[config.mk]
export PLATFORM = sky130hd
export DESIGN_NAME = ccdtg_timing
export DESIGN_NICKNAME = d
export VERILOG_FILES = /design/src/hdl/ccdtg_pkg.sv /design/src/hdl/ccdtg_stream_if.sv /design/src/hdl/ccdtg_fifo.sv /design/src/hdl/ccdtg_timing.sv
export SDC_FILE = /design/constraint.sdc
export NUM_CORES = 1
export LEC_CHECK = 0
export BUFFER_PORTS_ARGS = -buffer_cell sky130_fd_sc_hd__buf_2
export CORE_ASPECT_RATIO = 1.4
export CORE_MARGIN = 4
export CORE_UTILIZATION = 45
export CTS_CLUSTER_DIAMETER = 150
export DETAILED_ROUTE_END_ITERATION = 10
export PLACE_DENSITY = 0.67
export SLEW_MARGIN = 20
export SYNTH_ARGS = -nofsm -noshare
export SYNTH_HDL_FRONTEND = slang
export SYNTH_SLANG_ARGS = --single-unit
[constraint.sdc]
create_clock -name i_clk -period 5.02 [get_ports i_clk]
set_input_delay 1.004 -clock i_clk [delete_from_list [all_inputs] [get_ports i_clk]]
set_output_delay 1.004 -clock i_clk [all_outputs]
set_load 0.01 [all_outputs]
[src/hdl/ccdtg_pkg.sv]
// timing constants, sizes and state codes for the ccd timing generator
// assumes a single 200 MHz system clock shared by all users of the package
package ccdtg_pkg;
    // =========================================================
    // clock and widths
    localparam int CLK_MHZ = 200;
    localparam int TMR_W = 12;
    localparam int ROW_W = 10;
    localparam int PH_W = 3;
    localparam int ADC_W = 12;
    localparam int PIX_W = 2 * ADC_W + 1;
    // =========================================================
    // array geometry
    localparam int COLUMN_REGS = 680;
    localparam int HREG_STAGES = 496;
    localparam int ROW_COUNT = 496;
    localparam int DARK_COLS = 32;
    localparam int DARK_ROWS = 12;
    localparam int FIFO_DEPTH = 16;
    // =========================================================
    // horizontal clock: 8 phases per pixel, never above the pixel rate limit
    localparam int H_FMAX_MHZ = 30;
    localparam int H_PERIOD_MIN_CYC = (CLK_MHZ + H_FMAX_MHZ - 1) / H_FMAX_MHZ;
    localparam int H_PHASES = 8;
    localparam int H_PH_RAW = (H_PERIOD_MIN_CYC + H_PHASES - 1) / H_PHASES;
    localparam logic [TMR_W-1:0] H_PH_CYC = TMR_W'((H_PH_RAW < 1) ? 1 : H_PH_RAW);
    localparam logic [PH_W-1:0] PH_STALL = 3'h1;
    localparam logic [PH_W-1:0] PH_RST_ON = 3'h2;
    localparam logic [PH_W-1:0] PH_RST_OFF = 3'h3;
    localparam logic [PH_W-1:0] PH_H2_FALL = 3'h4;
    localparam logic [PH_W-1:0] PH_CAPTURE = 3'h7;
    // =========================================================
    // vertical, retrace and shutter times (least times, rounded up)
    localparam int V1_XFER_NS = 5000;
    localparam int VX_NS = 1000;
    localparam int RETRACE_NS = 2000;
    localparam int SHUTTER_NS = 1000;
    localparam logic [TMR_W-1:0] V1X_CYC = TMR_W'((V1_XFER_NS * CLK_MHZ + 999) / 1000);
    localparam logic [TMR_W-1:0] VX_CYC = TMR_W'((VX_NS * CLK_MHZ + 999) / 1000);
    localparam logic [TMR_W-1:0] RETRACE_CYC = TMR_W'((RETRACE_NS * CLK_MHZ + 999) / 1000);
    localparam logic [TMR_W-1:0] SHUT_CYC = TMR_W'((SHUTTER_NS * CLK_MHZ + 999) / 1000);
    // =========================================================
    // sequencer states
    typedef enum logic [2:0] {
        ST_IDLE,
        ST_PD_XFER,
        ST_V2_HI,
        ST_V2_LO,
        ST_AB_XFER,
        ST_A_RET,
        ST_READ,
        ST_RETRACE
    } ccdtg_state_t;
endpackage

[src/hdl/ccdtg_stream_if.sv]
// valid/ready word carrier between the sequencer and its pixel fifo
// assumes both ends run on the same clock
`timescale 1ns/1ps
`default_nettype none
interface ccdtg_stream_if #(parameter int W = 8) ();
    logic valid;
    logic ready;
    logic [W-1:0] data;
    modport src (output valid, output data, input ready);
    modport snk (input valid, input data, output ready);
endinterface
`default_nettype wire

[src/hdl/ccdtg_fifo.sv]
// pixel fifo: memory, pointers and a registered read stage
// assumes DEPTH is a power of two so the pointers wrap by themselves
`timescale 1ns/1ps
`default_nettype none
module ccdtg_fifo #(
    parameter int W = 8,
    parameter int DEPTH = 16
) (
    // clock and reset
    input wire logic i_clk,
    input wire logic i_sys_rst,
    // write side
    ccdtg_stream_if.snk wr,
    // read side
    output logic o_rd_valid,
    output logic [W-1:0] o_rd_data,
    input wire logic i_rd_ready
);
    localparam int AW = $clog2(DEPTH);
    localparam logic [AW:0] FULL_CNT = (AW+1)'(DEPTH);

    typedef struct packed {
        logic [DEPTH-1:0][W-1:0] mem;
        logic [AW-1:0] wp;
        logic [AW-1:0] rp;
        logic [AW:0] cnt;
        logic ov;
        logic [W-1:0] od;
    } ccdtg_fifo_st_t;

    ccdtg_fifo_st_t fifo_reg;
    ccdtg_fifo_st_t fifo_next;
    logic push;
    logic pop;

    // ready comes from the count alone, so full really stalls the writer
    assign wr.ready = (fifo_reg.cnt != FULL_CNT);
    assign o_rd_valid = fifo_reg.ov;
    assign o_rd_data = fifo_reg.od;

    // =========================================================
    // next state: write, refill the output register, count
    always_comb begin
        fifo_next = fifo_reg;
        push = wr.valid && (fifo_reg.cnt != FULL_CNT);
        pop = (fifo_reg.cnt != '0) && (!fifo_reg.ov || i_rd_ready);
        if (push) begin
            fifo_next.mem[fifo_reg.wp] = wr.data;
            fifo_next.wp = fifo_reg.wp + 1'b1;
        end
        if (pop) begin
            fifo_next.od = fifo_reg.mem[fifo_reg.rp];
            fifo_next.ov = 1'b1;
            fifo_next.rp = fifo_reg.rp + 1'b1;
        end else if (i_rd_ready) begin
            fifo_next.ov = 1'b0;
        end
        if (push && !pop) begin
            fifo_next.cnt = fifo_reg.cnt + 1'b1;
        end else if (pop && !push) begin
            fifo_next.cnt = fifo_reg.cnt - 1'b1;
        end
    end

    // state register
    always_ff @(posedge i_clk) begin
        if (i_sys_rst) begin
            fifo_reg <= '0;
        end else begin
            fifo_reg <= fifo_next;
        end
    end
endmodule // ccdtg_fifo
`default_nettype wire

[src/hdl/ccdtg_timing.sv]
// ccd timing generator: vertical, horizontal, reset, dump and shutter clocks
// plus pixel capture from two external converters into a 16-word fifo
// assumes converters present settled data on i_adc_* by the capture phase
`timescale 1ns/1ps
`default_nettype none
module ccdtg_timing
    import ccdtg_pkg::*;
#(
    parameter bit SINGLE_OUTPUT = 1'b0,
    parameter int STAGES = ccdtg_pkg::HREG_STAGES,
    parameter int ROWS = ccdtg_pkg::ROW_COUNT
) (
    // clock and reset
    input wire logic i_clk,
    input wire logic i_sys_rst,
    // frame control, sampled at the start of each frame
    input wire logic i_run,
    input wire logic i_dual_mode,
    input wire logic i_bin_two,
    input wire logic [ccdtg_pkg::ROW_W-1:0] i_dump_rows,
    input wire logic [ccdtg_pkg::ROW_W-1:0] i_shutter_group,
    // converter data pins
    input wire logic [ccdtg_pkg::ADC_W-1:0] i_adc_a,
    input wire logic [ccdtg_pkg::ADC_W-1:0] i_adc_b,
    // sensor clocks
    output logic o_vert_phase_one,
    output logic o_vert_phase_one_xfer,
    output logic o_vert_phase_two,
    output logic o_horiz_a_phase_one,
    output logic o_horiz_b_phase_one,
    output logic o_horiz_phase_two,
    output logic o_reset_clock,
    output logic o_line_dump_gate,
    output logic o_shutter_pulse,
    // pixel stream out
    output logic o_pix_valid,
    output logic [ccdtg_pkg::PIX_W-1:0] o_pix_data,
    input wire logic i_pix_ready,
    // status
    output logic o_frame_busy
);
    import ccdtg_pkg::*;

    typedef struct packed {
        ccdtg_state_t st;
        logic [TMR_W-1:0] tmr;
        logic [PH_W-1:0] ph;
        logic [ROW_W-1:0] row;
        logic [ROW_W-1:0] grow;
        logic [ROW_W-1:0] grp;
        logic [ROW_W-1:0] col;
        logic [1:0] sub;
        logic dual;
        logic bin;
        logic [ROW_W-1:0] dump;
        logic [ROW_W-1:0] shut;
        logic [ADC_W-1:0] a_s1;
        logic [ADC_W-1:0] a_s2;
        logic [ADC_W-1:0] b_s1;
        logic [ADC_W-1:0] b_s2;
        logic push;
        logic [PIX_W-1:0] word;
        logic v1;
        logic v2;
        logic v1x;
        logic h1a;
        logic h1b;
        logic h2;
        logic rst;
        logic line_dump_gate;
        logic shp;
        logic busy;
    } ccdtg_st_t;

    localparam logic [ROW_W-1:0] LAST_COL = ROW_W'(STAGES - 1);
    localparam logic [ROW_W-1:0] ROW_END = ROW_W'(ROWS);
    localparam logic [ROW_W-1:0] DARK_C = ROW_W'(DARK_COLS);
    localparam logic [ROW_W-1:0] DARK_R = ROW_W'(DARK_ROWS);

    ccdtg_st_t tg_reg;
    ccdtg_st_t tg_next;
    logic dumping;
    logic dark;

    ccdtg_stream_if #(.W(PIX_W)) pix_if ();

    assign pix_if.valid = tg_reg.push;
    assign pix_if.data = tg_reg.word;

    // =========================================================
    // pin outputs straight from the state register
    assign o_vert_phase_one = tg_reg.v1;
    assign o_vert_phase_one_xfer = tg_reg.v1x;
    assign o_vert_phase_two = tg_reg.v2;
    assign o_horiz_a_phase_one = tg_reg.h1a;
    assign o_horiz_b_phase_one = tg_reg.h1b;
    assign o_horiz_phase_two = tg_reg.h2;
    assign o_reset_clock = tg_reg.rst;
    assign o_line_dump_gate = tg_reg.line_dump_gate;
    assign o_shutter_pulse = tg_reg.shp;
    assign o_frame_busy = tg_reg.busy;

    // group classification from the row at which the group started
    assign dumping = (tg_reg.grow < tg_reg.dump);
    assign dark = (tg_reg.grow < DARK_R) || (tg_reg.col < DARK_C);

    // =========================================================
    // sequencer
    always_comb begin
        tg_next = tg_reg;
        // converter pins: two flops before any use
        tg_next.a_s1 = i_adc_a;
        tg_next.a_s2 = tg_reg.a_s1;
        tg_next.b_s1 = i_adc_b;
        tg_next.b_s2 = tg_reg.b_s1;
        tg_next.push = 1'b0;
        tg_next.tmr = tg_reg.tmr + 1'b1;
        // quiet levels: charge parked under A and B phase one, phase two low
        tg_next.v1 = 1'b1;
        tg_next.v1x = 1'b0;
        tg_next.h1a = 1'b1;
        tg_next.h1b = 1'b1;
        tg_next.h2 = 1'b0;
        tg_next.rst = 1'b0;
        tg_next.line_dump_gate = 1'b0;
        tg_next.shp = 1'b0;
        unique case (tg_reg.st)
            ST_IDLE: begin
                tg_next.busy = 1'b0;
                tg_next.tmr = '0;
                if (i_run) begin
                    tg_next.dual = i_dual_mode & ~SINGLE_OUTPUT;
                    tg_next.bin = i_bin_two;
                    tg_next.dump = i_dump_rows;
                    tg_next.shut = i_shutter_group;
                    tg_next.row = '0;
                    tg_next.grow = '0;
                    tg_next.grp = '0;
                    tg_next.busy = 1'b1;
                    tg_next.st = ST_PD_XFER;
                end
            end
            ST_PD_XFER: begin
                // whole array into the column registers; its fall ends exposure
                tg_next.v1x = 1'b1;
                if (tg_reg.tmr == V1X_CYC - 1'b1) begin
                    tg_next.v1x = 1'b0;
                    tg_next.tmr = '0;
                    tg_next.sub = 2'h0;
                    tg_next.st = ST_V2_HI;
                end
            end
            ST_V2_HI: begin
                tg_next.v1 = 1'b0;
                tg_next.line_dump_gate = dumping;
                if (tg_reg.tmr == VX_CYC - 1'b1) begin
                    tg_next.tmr = '0;
                    tg_next.v1 = 1'b1;
                    tg_next.st = ST_V2_LO;
                end
            end
            ST_V2_LO: begin
                tg_next.line_dump_gate = dumping;
                if (tg_reg.tmr == VX_CYC - 1'b1) begin
                    tg_next.tmr = '0;
                    tg_next.line_dump_gate = 1'b0;
                    tg_next.row = tg_reg.row + 1'b1;
                    if (tg_reg.bin && !tg_reg.sub[0]) begin
                        // second line lands on the same packets
                        tg_next.sub[0] = 1'b1;
                        tg_next.st = ST_V2_HI;
                        tg_next.v1 = 1'b0;
                        tg_next.line_dump_gate = dumping;
                    end else if (tg_reg.dual && !tg_reg.sub[1]) begin
                        tg_next.sub = 2'h2;
                        tg_next.st = ST_AB_XFER;
                        tg_next.h1a = 1'b0;
                    end else if (dumping) begin
                        tg_next.st = ST_RETRACE;
                    end else begin
                        tg_next.col = '0;
                        tg_next.ph = '0;
                        tg_next.st = ST_READ;
                    end
                end
            end
            ST_AB_XFER: begin
                // A empties into B while phase two stays low
                tg_next.h1a = 1'b0;
                if (tg_reg.tmr == VX_CYC - 1'b1) begin
                    tg_next.tmr = '0;
                    tg_next.h1a = 1'b1;
                    tg_next.st = ST_A_RET;
                end
            end
            ST_A_RET: begin
                // A back high for a full slot before the next line moves in
                if (tg_reg.tmr == VX_CYC - 1'b1) begin
                    tg_next.tmr = '0;
                    tg_next.v1 = 1'b0;
                    tg_next.line_dump_gate = dumping;
                    tg_next.st = ST_V2_HI;
                end
            end
            ST_READ: begin
                // one pixel is 8 phases; phase two high for the first four
                tg_next.h2 = (tg_reg.ph < PH_H2_FALL);
                tg_next.h1a = ~tg_next.h2;
                tg_next.h1b = ~tg_next.h2;
                tg_next.rst = (tg_reg.ph >= PH_RST_ON) && (tg_reg.ph <= PH_RST_OFF);
                if (tg_reg.ph == PH_STALL && !pix_if.ready) begin
                    // fifo full: freeze all clocks mid-pixel until room appears
                    tg_next.tmr = '0;
                    tg_next.rst = 1'b0;
                end else if (tg_reg.tmr >= H_PH_CYC - 1'b1) begin
                    tg_next.tmr = '0;
                    tg_next.ph = tg_reg.ph + 1'b1;
                    if (tg_reg.ph == PH_CAPTURE) begin
                        // sample after the packet settled, reset follows next pixel
                        tg_next.push = 1'b1;
                        tg_next.word = {dark, tg_reg.dual ? tg_reg.b_s2 : {ADC_W{1'b0}},
                                        tg_reg.a_s2};
                        tg_next.col = tg_reg.col + 1'b1;
                        if (tg_reg.col == LAST_COL) begin
                            tg_next.st = ST_RETRACE;
                            tg_next.h2 = 1'b0;
                            tg_next.h1a = 1'b1;
                            tg_next.h1b = 1'b1;
                            tg_next.rst = 1'b0;
                        end
                    end
                end
            end
            ST_RETRACE: begin
                // retrace has fixed length, the shutter only picks its slot
                tg_next.shp = (tg_reg.grp == tg_reg.shut) && (tg_reg.tmr < SHUT_CYC);
                if (tg_reg.tmr == RETRACE_CYC - 1'b1) begin
                    tg_next.tmr = '0;
                    tg_next.shp = 1'b0;
                    tg_next.grp = tg_reg.grp + 1'b1;
                    tg_next.grow = tg_reg.row;
                    tg_next.sub = 2'h0;
                    if (tg_reg.row >= ROW_END) begin
                        tg_next.st = ST_IDLE;
                    end else begin
                        tg_next.v1 = 1'b0;
                        tg_next.line_dump_gate = (tg_reg.row < tg_reg.dump);
                        tg_next.st = ST_V2_HI;
                    end
                end
            end
        endcase
        // phase two gets its own flop so the pin never sees an inverter's skew
        tg_next.v2 = ~tg_next.v1;
    end

    // state register
    always_ff @(posedge i_clk) begin
        if (i_sys_rst) begin
            tg_reg <= '0;
            tg_reg.v2 <= 1'b1; // phase one parked low, so phase two stays high
        end else begin
            tg_reg <= tg_next;
        end
    end

    // =========================================================
    // pixel buffer; its ready stalls the readout above
    ccdtg_fifo #(
        .W(PIX_W),
        .DEPTH(FIFO_DEPTH)
    ) u_fifo (
        .i_clk(i_clk),
        .i_sys_rst(i_sys_rst),
        .wr(pix_if.snk),
        .o_rd_valid(o_pix_valid),
        .o_rd_data(o_pix_data),
        .i_rd_ready(i_pix_ready)
    );
endmodule // ccdtg_timing
`default_nettype wire

==> impl_metrics.json <==
{
  "antenna_left": 0,
  "postCtsSetupRepairBufs": 0,
  "ir_drop_uv": 273,
  "ys.flop_type": "dfxtp_1",
  "initial_core_util_pct": 45.6,
  "synth_top_family_by_area": "simple AND/OR/NAND/NOR gates",
  "worstSetupStartpointType": "register",
  "place_inst": 3523,
  "power.total_uw": 10900,
  "yosysMostFrequentCell": "nand2_1",
  "powerDensity_mw_per_mm2": 390,
  "die_height_um": 289,
  "cts_hold_buf": 0,
  "min_period_ps": 3220,
  "post-dp-hpwl_um": 42900,
  "crit_buf_inv": 2,
  "clkTransAtPathRegs_ps": 60,
  "final_nets": 2940,
  "ys_warn_count": 0,
  "switching_share_pct": 27.6,
  "setup.worst_path.class": "register to register",
  "timing.setup.tns_ps": 0,
  "vias": 20700,
  "ys_seq_area_share_pct": 47.7,
  "worst_pin_slew_ps": 1130,
  "finalMaxSlewViolations": 0,
  "final_cell_area_mm2": 0.0279,
  "clock_path_buffers": 3,
  "firstDrtPassIters": 5,
  "power_frac_seq_pct": 47.4,
  "p_leak_uw": 0.00911,
  "cts_root_buf": "clkbuf_16",
  "grt_max_degree": 200,
  "routed_wl_um": 72500,
  "areaGrowthSynthToFinish_pct": 9.69,
  "cts_htree_levels": 2,
  "skew_ps": 21.9,
  "largest_register_ffs": 413,
  "final_cells": 3628,
  "cts.sinks": 605,
  "finalHoldViolCount": 0,
  "syn_area_mm2": 0.0254,
  "clk_latency_ps": 630,
  "wl_per_cell_um": 20.0,
  "port_buffers": 85,
  "critPathMaxStageDelay_ps": 790,
  "syn_inst": 2945,
  "synth-seq-cells": 605,
  "synth_compound_area_share_pct": 12.5,
  "power_frac_clock_pct": 39.0,
  "hold_slack_ps": 432,
  "maxCapViolCount": 0,
  "finalCritPeriodShare_pct": 64.2,
  "initialDrtViolationCount": 1806,
  "crit_chain": "nor4_1 -> a21boi_2 -> buf_4 -> nand2_1 -> nor3_4 -> buf_4 -> nand2_1 -> a21oi_1",
  "worstPathArrival_ps": 3760,
  "synth_top_area_share_pct": 47.7,
  "endpoint_kind": "register",
  "yosys.area_share.simple_pct": 20.3,
  "synth_mux_area_share_pct": 11.1,
  "synth_area_leaders": "dfxtp_1 48%, nand2_1 14%, mux4_2 11%",
  "numCtsBuffers": 57,
  "finalSetupViolCount": 0,
  "grt_pass1_vias": 20400,
  "use_met1_pct": 27.8,
  "combPwrFrac_pct": 13.6,
  "rows": 102,
  "cts_tree": "yes",
  "power_switching_uw": 3000,
  "rsz0062_at_grt": "false",
  "cpMaxStageDelayCell": "nor3_4",
  "grt_antenna_before_repair": 1,
  "yosysTopAreaCell": "dfxtp_1",
  "grt_use_total_pct": 23.3,
  "routed_via_density": 5.70,
  "cpLargestDelayFamily": "simple AND/OR/NAND/NOR gates",
  "postSynthAreaPerCell_um2": 8.62,
  "async_reset_ff_share_pct": 0,
  "die_w_um": 209,
  "overflow": 0,
  "yosys.area_share.adder_pct": 1.80,
  "grt_use_met2_pct": 40.9,
  "cp_max_fo": 14,
  "drc_errors": 0,
  "synth_fp_nets": 3031,
  "synthDistinctLibCells": 69,
  "grt_pass1_wl_um": 113000,
  "dieArea_mm2": 0.0604,
  "synth_xor_area_share_pct": 1.52,
  "hold_path.class": "register to register",
  "placed_area_mm2": 0.0260,
  "coreArea_mm2": 0.0556,
  "synth_edf_count": 0,
  "required_ps": 5560,
  "synth_common_cells": "973 x nand2_1, 605 x dfxtp_1, 504 x a21oi_1, 170 x clkbuf_1, 125 x mux4_2",
  "outcome": "complete, no violations",
  "pin_count": 86,
  "drive_gt1_share_pct": 12.8,
  "gr-usage-met3_pct": 4.14,
  "fmax_ghz": 0.310,
  "place_congestion": 0.816,
  "num-fill-cells": 5247,
  "slew-limit-headroom_pct": 24.2,
  "cts.repair.resized": 0,
  "top_usage_layer": "met2",
  "p_int_uw": 7870
}
-- cells by family after synthesis --
kind of cell	count (synthesis)
DFF	605
AOI/OAI and AO/OA	589
muxes	126
adders and majority gates	36
buffers and inverters	294
xor gates and xnor gates	44
and+or+nand+nor	1251
-- worst reg2reg max path, cell delays in order, from the launching register on --
cell and delay (ps):
dfxtp_1 410, nor4_1 110, a21boi_2 580, buf_4 340, nand2_1 260, nor3_4 790, buf_4 400, nand2_1 90
a21oi_1 160
-- power groups by stage --
stage	Sequential [uW]	Clock (uW)	Combinational, uW
3_3_place_gp	5260	0	1490
4_1_cts	5150	4310	1500
3_5_place_dp	5260	0	1500
2_1_floorplan	5070	0	1230
6_report	5150	4240	1480
5_1_grt	5170	4500	1620
-- metal layers --
metal	wire length, um	vias up	part of all wire [%]
met5	0	-	0
met4	3360	0	4.6
met3	5130	209	7.1
met2	36300	859	50
met1	27800	9879	38
li1	-	9728	-
-- metrics by stage --
step	worst slack, ps	util [%]
detailed placement	1690	46.8
global route	1590	50.1
finish	1800	50.1
global placement	1710	46.8
CTS	1820	50.1
floorplan	1670	-
-- path summary, 6_finish.rpt --
kind | slack, ps | startpoint | cells past startpoint | end
worst max-delay path | 1800 | u_fifo.fifo_reg[27]$_SDFFE_PP0P_ | 8 | u_fifo.fifo_reg[83]$_SDFFE_PP0P_
worst min register to register | 430 | tg_reg[63]$_SDFF_PP0_ | 2 | pix_if.data[3]$_SDFFE_PP0P_
worst max register to register | 1800 | u_fifo.fifo_reg[27]$_SDFFE_PP0P_ | 8 | u_fifo.fifo_reg[83]$_SDFFE_PP0P_
worst min-delay path | 430 | tg_reg[63]$_SDFF_PP0_ | 2 | pix_if.data[3]$_SDFFE_PP0P_
-- area by class of cell --
cell class / count / area [um2] / area share, %
Clock inverter: 10 / 101 / 0.364
Clock buffer: 94 / 1720 / 6.16
Multi-Input combinational cell: 2046 / 12200 / 43.7
Tap cell: 728 / 911 / 3.27
Inverter: 26 / 97.6 / 0.350
Antenna cell: 1 / 2.50 / 0.00898
Timing Repair Buffer: 118 / 724 / 2.60
Sequential cell: 605 / 12100 / 43.5
-- cells in the final DEF, fill, tap and decap left out, types with 13 or more instances in the layout --
cell type,count
clkbuf_8,13
inv_1,25
nand2_1,973
buf_2,84
clkbuf_16,58
dfxtp_1,602
ha_1,35
mux4_2,125
nor2_1,77
nand3_1,39
clkbuf_1,23
xor2_1,28
xnor2_1,16
nor2b_1,54
o21ai_0,15
a21oi_1,504
buf_4,29
nor3_1,15
nand4_1,14
No activity file was read; power rests on OpenSTA's default activity.
